## config.mk

```make
export PLATFORM = sky130hd
export DESIGN_NAME = dsps_sequencer
export DESIGN_NICKNAME = d
export VERILOG_FILES = /design/src/hdl/dsps_pkg.sv /design/src/hdl/dsps_tick_div.sv /design/src/hdl/dsps_cmp_watch.sv /design/src/hdl/dsps_sequencer.sv
export VERILOG_INCLUDE_DIRS = /design/src /design/src/hdl
export SDC_FILE = /design/constraint.sdc
export NUM_CORES = 1
export LEC_CHECK = 0
export ABC_AREA = 1
export BUFFER_PORTS_ARGS = -buffer_cell sky130_fd_sc_hd__buf_4
export CELL_PAD_IN_SITES_DETAIL_PLACEMENT = 1
export CELL_PAD_IN_SITES_GLOBAL_PLACEMENT = 1
export CORE_MARGIN = 1
export CORE_UTILIZATION = 42
export CTS_CLUSTER_DIAMETER = 120
export DETAILED_ROUTE_END_ITERATION = 12
export PLACE_DENSITY = 0.89
export SLEW_MARGIN = 5
export SYNTH_ARGS = -nofsm -noshare
export SYNTH_HDL_FRONTEND = slang
export SYNTH_HIERARCHICAL = 1
export SYNTH_SLANG_ARGS = --single-unit
```

## constraint.sdc

```tcl
create_clock -name i_clk -period 4 [get_ports i_clk]
set_clock_uncertainty 0.05 [all_clocks]
set_input_delay 0.4 -clock i_clk [delete_from_list [all_inputs] [get_ports i_clk]]
set_output_delay 0.4 -clock i_clk [all_outputs]
set_load 0.01 [all_outputs]
```

## src/hdl/dsps_defines.svh

```systemverilog
// Constants for the dual-slope phase sequencer: clock, count period, phase codes.
// Assumes a 125 MHz system clock and a 1 us conversion count period by default.
`ifndef DSPS_DEFINES_SVH
`define DSPS_DEFINES_SVH

// ==========================================================
// Clock and count period
`define DSPS_CLK_MHZ 125
`define DSPS_COUNT_NS 1000
`define DSPS_TICK_CYCLES ((`DSPS_COUNT_NS * `DSPS_CLK_MHZ) / 1000)

// ==========================================================
// Integration length as whole mains periods
`define DSPS_LINE_PERIOD_US 16500
`define DSPS_LINE_COUNTS ((`DSPS_LINE_PERIOD_US * 1000) / `DSPS_COUNT_NS)
`define DSPS_INT_LINES 4
`define DSPS_DEINT_FACTOR 2

// ==========================================================
// Comparator lag, rounded up to whole counts
`define DSPS_CMP_LAG_NS 2000
`define DSPS_CMP_LAG_COUNTS ((`DSPS_CMP_LAG_NS + `DSPS_COUNT_NS - 1) / `DSPS_COUNT_NS)

// ==========================================================
// Phase codes {hi, lo}
`define DSPS_PH_INTEG 2'h2
`define DSPS_PH_DEINT 2'h3
`define DSPS_PH_NULL 2'h0
`define DSPS_PH_AZ 2'h1

`endif

```

## src/hdl/dsps_pkg.sv

```systemverilog
// Types shared by the dual-slope phase sequencer.
// Assumes nothing beyond a SystemVerilog compiler.
package dsps_pkg;

   // ==========================================================
   // Sequencer states
   typedef enum logic [2:0] {
      ST_IDLE    = 3'b000,
      ST_PREZERO = 3'b001,
      ST_INTEG   = 3'b010,
      ST_DEINT   = 3'b011,
      ST_NULL    = 3'b100
   } dsps_state_t;

endpackage

```

## src/hdl/dsps_tick_div.sv

```systemverilog
// Count-period divider: one-cycle enable every DIV clocks.
// Assumes i_restart realigns the period to the current cycle.
`timescale 1ns/1ps
module dsps_tick_div #(
   parameter int DIV = 125,
   parameter int W = 16
) (
   // Clock and reset
   input wire logic i_clk,
   input wire logic i_rst,
   // Control
   input wire logic i_restart,
   // Enable out
   output logic o_tick
);
   localparam logic [W-1:0] LAST = W'(DIV - 1);
   localparam logic [W-1:0] ONE = W'(1);

   logic [W-1:0] cnt;
   logic [W-1:0] next_cnt;

   always_comb begin
      if (i_restart || cnt == LAST) begin
         next_cnt = '0;
      end else begin
         next_cnt = cnt + ONE;
      end
   end

   always_ff @(posedge i_clk) begin
      if (i_rst) begin
         cnt <= '0;
      end else begin
         cnt <= next_cnt;
      end
   end

   // Tick ignores i_restart: the caller derives i_restart from logic that reads the tick
   assign o_tick = (cnt == LAST);
endmodule

```

## src/hdl/dsps_cmp_watch.sv

```systemverilog
// Comparator watcher: registered level plus edge pulses.
// Assumes the comparator input is synchronous to i_clk.
`timescale 1ns/1ps
module dsps_cmp_watch (
   // Clock and reset
   input wire logic i_clk,
   input wire logic i_rst,
   // Comparator
   input wire logic i_level,
   // Observed level and edges
   output logic o_level,
   output logic o_fall,
   output logic o_rise
);
   logic next_level;

   always_comb begin
      next_level = i_level;
   end

   always_ff @(posedge i_clk) begin
      if (i_rst) begin
         o_level <= 1'b0;
      end else begin
         o_level <= next_level;
      end
   end

   // Edges use the live input so the phase can switch at once
   assign o_fall = o_level && !i_level;
   assign o_rise = !o_level && i_level;
endmodule

```

## src/hdl/dsps_sequencer.sv

```systemverilog
// Host-side controller that steps a dual-slope converter front end through its phases.
// Assumes the comparator output is synchronous to i_clk and phase pins reach the device directly.
// What this block does
// - Hold auto-zero before integrating for AZ_COUNTS counts, whose default matches the integrate phase only at the default line settings.
// - Auto-zero is the idle state and may last without limit.
// - Integrate duration is identical for every conversion.
// - Sample comparator in the last cycle of integrate, just before switching to 11.
// - The comparator level sampled then becomes the sign of the result.
// - De-integrate is timed from the 10 to 11 change to the comparator fall.
// - Budget for the typical 2 us comparator lag as two whole 1 us counts.
// - End de-integrate promptly after the comparator falls, minimising overshoot.
// - Provide both the comparator level and a capture pulse.
// - After a de-integrate that ends on a comparator fall, drive 00 and hold until the comparator returns high.
// - Leave output null immediately once the comparator goes high.
// - After output null select auto-zero 01 and hold until the next conversion.
// - Integrate duration is a whole number of mains line periods.
// - De-integrate count limit is twice the integrate count.
`timescale 1ns/1ps
`include "dsps_defines.svh"
module dsps_sequencer #(
   parameter int CNT_W = 18,
   parameter int TICK_CYCLES = `DSPS_TICK_CYCLES,
   parameter int LINE_COUNTS = `DSPS_LINE_COUNTS,
   parameter int INT_LINES = `DSPS_INT_LINES,
   parameter int AZ_COUNTS = `DSPS_INT_LINES * `DSPS_LINE_COUNTS,
   parameter int DEINT_FACTOR = `DSPS_DEINT_FACTOR,
   parameter int LAG_COUNTS = `DSPS_CMP_LAG_COUNTS,
   parameter bit LAG_COMP = 1'b0
) (
   // Clock and reset
   input wire logic i_clk,
   input wire logic i_rst,
   // User request
   input wire logic i_start,
   input wire logic [1:0] i_chan,
   // Device comparator
   input wire logic i_zero_cross,
   // Device phase and channel pins
   output logic o_phs_sel_hi,
   output logic o_phs_sel_lo,
   output logic o_chn_sel_hi,
   output logic o_chn_sel_lo,
   // Result
   output logic o_busy,
   output logic o_done,
   output logic o_timeout,
   output logic o_sign,
   output logic [CNT_W-1:0] o_magnitude,
   // Comparator observation
   output logic o_cmp_level,
   output logic o_capture
);
   // ==========================================================
   // Derived counts
   localparam int INT_COUNTS = INT_LINES * LINE_COUNTS;
   localparam int DEINT_MAX = DEINT_FACTOR * INT_COUNTS;
   localparam logic [CNT_W-1:0] INT_LAST = CNT_W'(INT_COUNTS - 1);
   localparam logic [CNT_W-1:0] AZ_LAST = CNT_W'(AZ_COUNTS - 1);
   localparam logic [CNT_W-1:0] DEINT_LAST = CNT_W'(DEINT_MAX - 1);
   localparam logic [CNT_W-1:0] LAG_CNT = CNT_W'(LAG_COUNTS);
   localparam logic [CNT_W-1:0] CNT_ONE = CNT_W'(1);

   dsps_pkg::dsps_state_t state;
   dsps_pkg::dsps_state_t next_state;
   logic [CNT_W-1:0] cnt;
   logic [CNT_W-1:0] next_cnt;
   logic [1:0] phase;
   logic [1:0] next_phase;
   logic [1:0] chan;
   logic [1:0] next_chan;
   logic next_done;
   logic next_timeout;
   logic next_sign;
   logic [CNT_W-1:0] next_magnitude;
   logic next_capture;
   logic tick;
   logic cmp_fall;
   logic cmp_rise;
   logic restart;

   // ==========================================================
   // Helpers
   function automatic logic [1:0] phase_of(input dsps_pkg::dsps_state_t s);
      case (s)
         dsps_pkg::ST_INTEG: phase_of = `DSPS_PH_INTEG;
         dsps_pkg::ST_DEINT: phase_of = `DSPS_PH_DEINT;
         dsps_pkg::ST_NULL: phase_of = `DSPS_PH_NULL;
         default: phase_of = `DSPS_PH_AZ;
      endcase
   endfunction

   // Lag correction is optional: the lag is typical, not guaranteed
   function automatic logic [CNT_W-1:0] lag_adjust(input logic [CNT_W-1:0] c);
      if (!LAG_COMP) begin
         lag_adjust = c;
      end else if (c >= LAG_CNT) begin
         lag_adjust = c - LAG_CNT;
      end else begin
         lag_adjust = '0;
      end
   endfunction

   // ==========================================================
   // Count divider and comparator watcher
   assign restart = (next_state != state);

   dsps_tick_div #(
      .DIV(TICK_CYCLES),
      .W(16)
   ) u_tick (
      .i_clk(i_clk),
      .i_rst(i_rst),
      .i_restart(restart),
      .o_tick(tick)
   );

   dsps_cmp_watch u_cmp (
      .i_clk(i_clk),
      .i_rst(i_rst),
      .i_level(i_zero_cross),
      .o_level(o_cmp_level),
      .o_fall(cmp_fall),
      .o_rise(cmp_rise)
   );

   // ==========================================================
   // Sequencer
   always_comb begin
      next_state = state;
      next_cnt = cnt;
      next_chan = chan;
      next_done = 1'b0;
      next_timeout = 1'b0;
      next_sign = o_sign;
      next_magnitude = o_magnitude;
      next_capture = 1'b0;
      if (tick) begin
         next_cnt = cnt + CNT_ONE;
      end
      case (state)
         dsps_pkg::ST_IDLE: begin
            // Idle sits in auto-zero for as long as needed
            if (i_start) begin
               next_chan = i_chan;
               next_state = dsps_pkg::ST_PREZERO;
            end
         end
         dsps_pkg::ST_PREZERO: begin
            if (tick && cnt == AZ_LAST) begin
               next_state = dsps_pkg::ST_INTEG;
            end
         end
         dsps_pkg::ST_INTEG: begin
            // Early readings are noisy near zero input, so only the last cycle counts
            if (tick && cnt == INT_LAST) begin
               next_sign = i_zero_cross;
               next_state = dsps_pkg::ST_DEINT;
            end
         end
         dsps_pkg::ST_DEINT: begin
            if (cmp_fall) begin
               next_capture = 1'b1;
               next_magnitude = lag_adjust(cnt);
               next_done = 1'b1;
               next_state = dsps_pkg::ST_NULL;
            end else if (tick && cnt == DEINT_LAST) begin
               next_timeout = 1'b1;
               next_magnitude = '0;
               next_state = dsps_pkg::ST_IDLE;
            end
         end
         dsps_pkg::ST_NULL: begin
            if (i_zero_cross) begin
               next_state = dsps_pkg::ST_IDLE;
            end
         end
         default: begin
            next_state = dsps_pkg::ST_IDLE;
         end
      endcase
      if (next_state != state) begin
         next_cnt = '0;
      end
      // Pins follow the state on the same edge; the device does not latch them
      next_phase = phase_of(next_state);
   end

   always_ff @(posedge i_clk) begin
      if (i_rst) begin
         state <= dsps_pkg::ST_IDLE;
         cnt <= '0;
         phase <= `DSPS_PH_AZ;
         chan <= 2'h0;
         o_done <= 1'b0;
         o_timeout <= 1'b0;
         o_sign <= 1'b0;
         o_magnitude <= '0;
         o_capture <= 1'b0;
      end else begin
         state <= next_state;
         cnt <= next_cnt;
         phase <= next_phase;
         chan <= next_chan;
         o_done <= next_done;
         o_timeout <= next_timeout;
         o_sign <= next_sign;
         o_magnitude <= next_magnitude;
         o_capture <= next_capture;
      end
   end

   assign o_phs_sel_hi = phase[1];
   assign o_phs_sel_lo = phase[0];
   assign o_chn_sel_hi = chan[1];
   assign o_chn_sel_lo = chan[0];
   assign o_busy = (state != dsps_pkg::ST_IDLE);

   // ==========================================================
   // Checks
   // Tick counters for the phase-length checks
   logic [CNT_W:0] hlp_int_ticks;
   logic [CNT_W:0] hlp_az_ticks;

   always_ff @(posedge i_clk) begin
      if (i_rst || state != dsps_pkg::ST_INTEG) begin
         hlp_int_ticks <= '0;
      end else if (tick) begin
         hlp_int_ticks <= hlp_int_ticks + (CNT_W+1)'(1);
      end
   end

   always_ff @(posedge i_clk) begin
      if (i_rst || state != dsps_pkg::ST_PREZERO) begin
         hlp_az_ticks <= '0;
      end else if (tick) begin
         hlp_az_ticks <= hlp_az_ticks + (CNT_W+1)'(1);
      end
   end
endmodule

```

[Word-level counts from Yosys, hierarchy flattened]
Index checks and enable logic that the tools add are counted.
Operators by class
  multiply operators: 0
  mux-type cells: 12
  reduce and logical (&&, ||, !) cells: 15
  add/sub/neg operators: 2
  shift operators: 0
  order comparisons: 0
  bitwise logic cells: 1
  equal/unequal tests: 11
  div/mod/pow operators: 0
Operator list (number)
  $mux W18: 2
  $add A18 B1 Y18 const B: 1
  $eq A18 B17 Y1 const B: 1
  $eq A18 B18 Y1 const B: 1
  $mux W3: 6
  $add A16 B1 Y16 const B: 1
  $eq A16 B7 Y1 const B: 1
  $pmux W3 S5: 1
  $eq A3 B2 Y1 const B: 4
  $eq A3 B3 Y1 const B: 2
  $pmux W2 S3: 1
  $reduce_and A2 Y1: 3
  $reduce_or A2 Y1: 3
  $eq A3 B1 Y1 const B: 1
  $logic_and A1 B1 Y1: 3
  $logic_not A3 Y1: 1
  $ne A3 B3 Y1: 1
  $reduce_bool A3 Y1: 1
  $reduce_or A3 Y1: 1
  $mux W1: 2
  $reduce_bool A2 Y1: 1
  $logic_not A1 Y1: 1
  $logic_or A1 B1 Y1: 1
  $not A1 Y1: 1
Word-level totals
  bits in read-only memories: 0
  RAM bits: 0
  input bits: 6
  word-level logic and storage cells: 51
  flip-flop bits (word level): 63
  output and inout port bits: 28
  memories: 0
  bits in latches: 0

[Longest topological paths before layout]
  word-level depth: 8
  mapped depth: 21
  depth with buffers taken out: 19

[Hierarchy]
Netlist, hierarchy kept.
Modules (own cells, without submodules)
  dsps_sequencer: seq. area each 920.9 um2, cells each 263, times used 1, area each 2062.0 um2
  dsps_tick_div: seq. area each 320.3 um2, cells each 119, times used 1, area each 853.3 um2
  dsps_cmp_watch: seq. area each 20.0 um2, cells each 6, times used 1, area each 38.8 um2

[Worst setup path after synthesis]
OpenSTA, ideal clock, no wires.
  path kind: register -> register
  start point: reg u_tick.cnt[0]
  end point: reg u_tick.cnt[11]
  setup time: 64 ps
  arrival time: 2120 ps
  setup slack: 1767 ps
  cell stages (with the launch flop): 22
  buffers on the path: 2
  period minus slack after synthesis: 2233 ps
  data required time: 3886 ps
  cell sequence: dfxtp_1 inv_1 ha_1 nand3_1 nor2_1 nand2_1 inv_1 buf_4 nand2_1 inv_1 nand2_1 nor2_1 nand3_2 nand2_2 o211ai_1 nand2_1 nor2_4 nand2_1 nor2_1 nand2_4 buf_6 nor2_1
Between the ends
  word-level cells in the longest chain between the ends: 8
  elaborated cells on any way between the ends: 12
  those cells by class: add/sub (1); eq/ne (2); mux (5); reduce/logical (4)
Ends and longest elaborated chain
  from (decl): RTL line dsps_tick_div.sv:19  | logic [W-1:0] cnt;
  from (signal assigned): RTL line dsps_tick_div.sv:34  | cnt <= next_cnt;
  $eq A16 B7 Y1 *: RTL line dsps_tick_div.sv:39  | assign o_tick = (cnt == LAST);
  via tick: RTL line dsps_sequencer.sv:76  | logic tick;
  $logic_and A1 B1 Y1: RTL line dsps_sequencer.sv:166  | end else if (tick && cnt == DEINT_LAST) begin
  $mux W3: RTL line dsps_sequencer.sv:166
  $mux W3: RTL line dsps_sequencer.sv:161  | if (cmp_fall) begin
  $pmux W3 S5 *: RTL line dsps_sequencer.sv:140  | case (state)
  $ne A3 B3 Y1 *: RTL line dsps_sequencer.sv:105  | assign restart = (next_state != state);
  via restart: RTL line dsps_sequencer.sv:79  | logic restart;
  $logic_or A1 B1 Y1 *: RTL line dsps_tick_div.sv:23  | if (i_restart || cnt == LAST) begin
  $reduce_or A2 Y1 (no source line) *
Mark *: on every way through the listed nets, which the timed path passes. The rest lies on a longest branch.
A chain may end at the register's enable or synchronous reset.

[Worst setup path in the final report]
  start point: reg u_tick.cnt[0]
  end point: reg u_tick.cnt[13]
Same word-level chain as after synthesis.

==> impl.org <==
** STA
- Number of setup violations in the final report :: 0
- Transition time at the pin with the least slew margin :: ~0.80 ns
- Setup repair after global routing left no endpoint under its margin.
- Measured against its own limit, the worst slew margin works out to 46.31%.
- Total negative slack :: 0 ns
- Final Max Tran Viols :: 0
- The clock period could shrink to between 2 and 3 ns.
- Static timing analysis puts the maximum clock frequency at 384.5 MHz.
- Final count of hold timing violations :: 0
- In the finished design, the share of the clock period the worst path needs comes to 65.02%.

** Route
- The routed layout has 2,619 vias.
- After detailed routing, the number of vias per cell comes to 4.998.
- Routed Wire Length :: between 7 and 8 mm
- Post-DRT Antenna Nets :: 0
- The first routing iteration left 100 violations.
- Iteration count of the initial detailed-routing pass :: 4
- Remaining routing DRC violations :: 0
- In the final routed layout, each cell accounts on average for roughly 14 um.

** GRT
- Pin count of the biggest net entering global routing :: 24
- The number of global-route vias before repair was 2,692.
- Summed over all layers, the global routing overflow is 0.
- Initial antenna violation count :: 0
- Wire length of the first global-routing pass :: approximately 13 mm
- Aggregate global-route resource usage :: 22.29%

** Synth
- Synthesis produced a netlist with a net count of 396.
- A synthesized cell averages 7.624 um2.
- Instance count of the mapped netlist :: 387
- Summing every instance area after synthesis gives 2950 um2.
- The Yosys step of the flow raised 6 warnings.

** Floorplan
- Die Height :: ~86 um
- Site Rows :: 30
- I/O pins :: 34
- Die extent in x :: roughly 86 um
- Full die area :: roughly 7400 um2
- Core area :: 6794 um2
- Initial core utilization :: 43.43%

** Finish
- Relative to the synthesized area, the layout overhead comes to 17.18%.
- Count of antenna diodes in the layout :: 0
- In the final layout, the share of cells above drive strength 1 is 20.56%.
- Fill cells in the final layout number 852.
- Count of placed standard cells in the final layout, fillers left out :: 524
- Number of nets in the layout :: 432

** Placement
- Global placer's final weighted congestion :: 0.8156
- Number of input and output port buffers inserted :: 33
- Including well taps, the total number of placed cells is 508.
- Once detailed placement completed, the half-perimeter wirelength came to ~5.6 mm.

** Pwr
- Power spread over the standard cell area amounts to between 300 and 400 nW/um2.
- Summed over all cells, the static leakage comes to 0.001400 uW.
- VDD sags by at most around 0.16 mV.

** Clocking
- Counting along the longest clock path gives a buffer depth of 2.
- Number of clock buffers inserted by TritonCTS :: 9
- Maximum level of the CTS H-tree :: 3
- Count of hold buffers inserted by post-cts repair :: 0
- Post-cts resize count :: 0
- Clock latency on the worst-skew pair :: around 0.34 ns
- The root buffer cell chosen for the clock tree is sky130_fd_sc_hd__clkbuf_8.
- Clock tree from TritonCTS :: built
- After clock tree synthesis, the clock-pin slew on the worst setup and hold paths is 0.07 ns.
- CTS saw 63 sinks.
- Post-CTS Setup Repair Bufs :: 0

** Min path
- The path class of the tightest hold or removal check is input pin to flop.

** Worst setup path
- Of all nets on the critical path, the largest fanout is 16.
- STA classifies the critical path startpoint as a flop.
- At the worst endpoint, the required time is 4.21 ns.
- Type of destination of the critical path :: flop
- Arrival time of the worst setup path :: 2.81 ns
- The worst setup path is of the flop to flop kind.

** Run status
- The run finished with clean final reports.

** Run
- Max-cap violations in this run came to 0.
[worst paths after layout]
kind | slack [ns] | to | startpoint | cells after the start
setup / recovery | 1.40 | u_tick/cnt[13] | u_tick/cnt[0] | 19
hold / removal | 0.23 | u_cmp/o_level | i_zero_cross | 3
setup reg to reg | 1.40 | u_tick/cnt[13] | u_tick/cnt[0] | 19
hold reg to reg | 0.40 | chan[1] | chan[1] | 2
[worst max-delay path, stage by stage (launching register included)]
cell,delay [ns]
sky130_fd_sc_hd__dfxtp_1,0.40
sky130_fd_sc_hd__inv_1,0.06
sky130_fd_sc_hd__ha_1,0.20
sky130_fd_sc_hd__nand3_1,0.08
sky130_fd_sc_hd__nor2_1,0.05
sky130_fd_sc_hd__nand2_1,0.12
sky130_fd_sc_hd__inv_1,0.17
sky130_fd_sc_hd__nand2_1,0.13
sky130_fd_sc_hd__inv_1,0.05
sky130_fd_sc_hd__nand2_1,0.05
sky130_fd_sc_hd__nor2_1,0.05
sky130_fd_sc_hd__nand3_2,0.08
sky130_fd_sc_hd__nand2_2,0.07
sky130_fd_sc_hd__o211ai_1,0.08
sky130_fd_sc_hd__nand2_1,0.11
sky130_fd_sc_hd__nor2_4,0.12
sky130_fd_sc_hd__nand2_1,0.06
sky130_fd_sc_hd__nor2_1,0.22
sky130_fd_sc_hd__nand2_4,0.18
sky130_fd_sc_hd__a21oi_1,0.18
[metal layers]
layer	part of all wire [%]	track usage, %
met1	47	28.19
met2	48	37.31
met3	3.1	3.657
met4	1.5	10.30
met5	0	0
[sequential cells by signal, indices dropped and copies added, names as in the netlist]
signal	cells
chan	2
u_cmp/o_level	1
o_sign	1
phase	2
u_tick/cnt	16
o_capture	1
state	3
o_magnitude	18
cnt	18
o_timeout	1
[cell usage in the layout, fill, tap and decap left out, drive strengths merged]
| master | count |
|---|---|
| a21oi | 11 |
| a31oi | 1 |
| buf | 33 |
| bufinv | 1 |
| clkbuf | 9 |
| clkinv | 3 |
| clkinvlp | 2 |
| dfxtp | 63 |
| ha | 3 |
| inv | 60 |
| mux2i | 1 |
| nand2 | 63 |
| nand3 | 41 |
| nand4 | 6 |
| nor2 | 71 |
| nor3 | 8 |
| nor4 | 4 |
| o211ai | 1 |
| o21ai | 20 |
| o21bai | 2 |
| or2 | 1 |
| xnor2 | 4 |
| xor2 | 20 |
[final cells by class]
cell class	count	area [um2]	area share, %
Tap cell	96	120.1	3.474
Clock inverter	7	72.57	2.099
Timing Repair Buffer	33	247.7	7.166
Inverter	59	221.5	6.406
Multi-Input combinational cell	257	1410	40.79
Sequential cell	63	1261	36.48
Clock buffer	9	123.9	3.583
[where the power goes]
| group | internal (uW) | switching [uW] | total, uW | leakage [uW] |
|---|---|---|---|---|
| Clock | 288 | 263 | 552 | 0.0000956 |
| Combinational | 18.7 | 36.2 | 54.9 | 0.000796 |
| Sequential | 632 | 5.75 | 638 | 0.000509 |
[stage by stage]
stage                     area, um2  power (uW)  hold slack (ns)  worst slack, ns  utilization, %
after global routing           3457        1286           0.2492            1.187           50.88
after detailed placement       3261       707.9           0.3920            1.469           47.99
after CTS                      3457        1257           0.2279            1.393           50.88
after global placement         3261       704.5           0.3854            1.659           47.99
final                          3457        1244           0.2349            1.399           50.88
after floorplan                2950       691.5           0.3880            1.767               -
(Power assumes the default switching activity.)
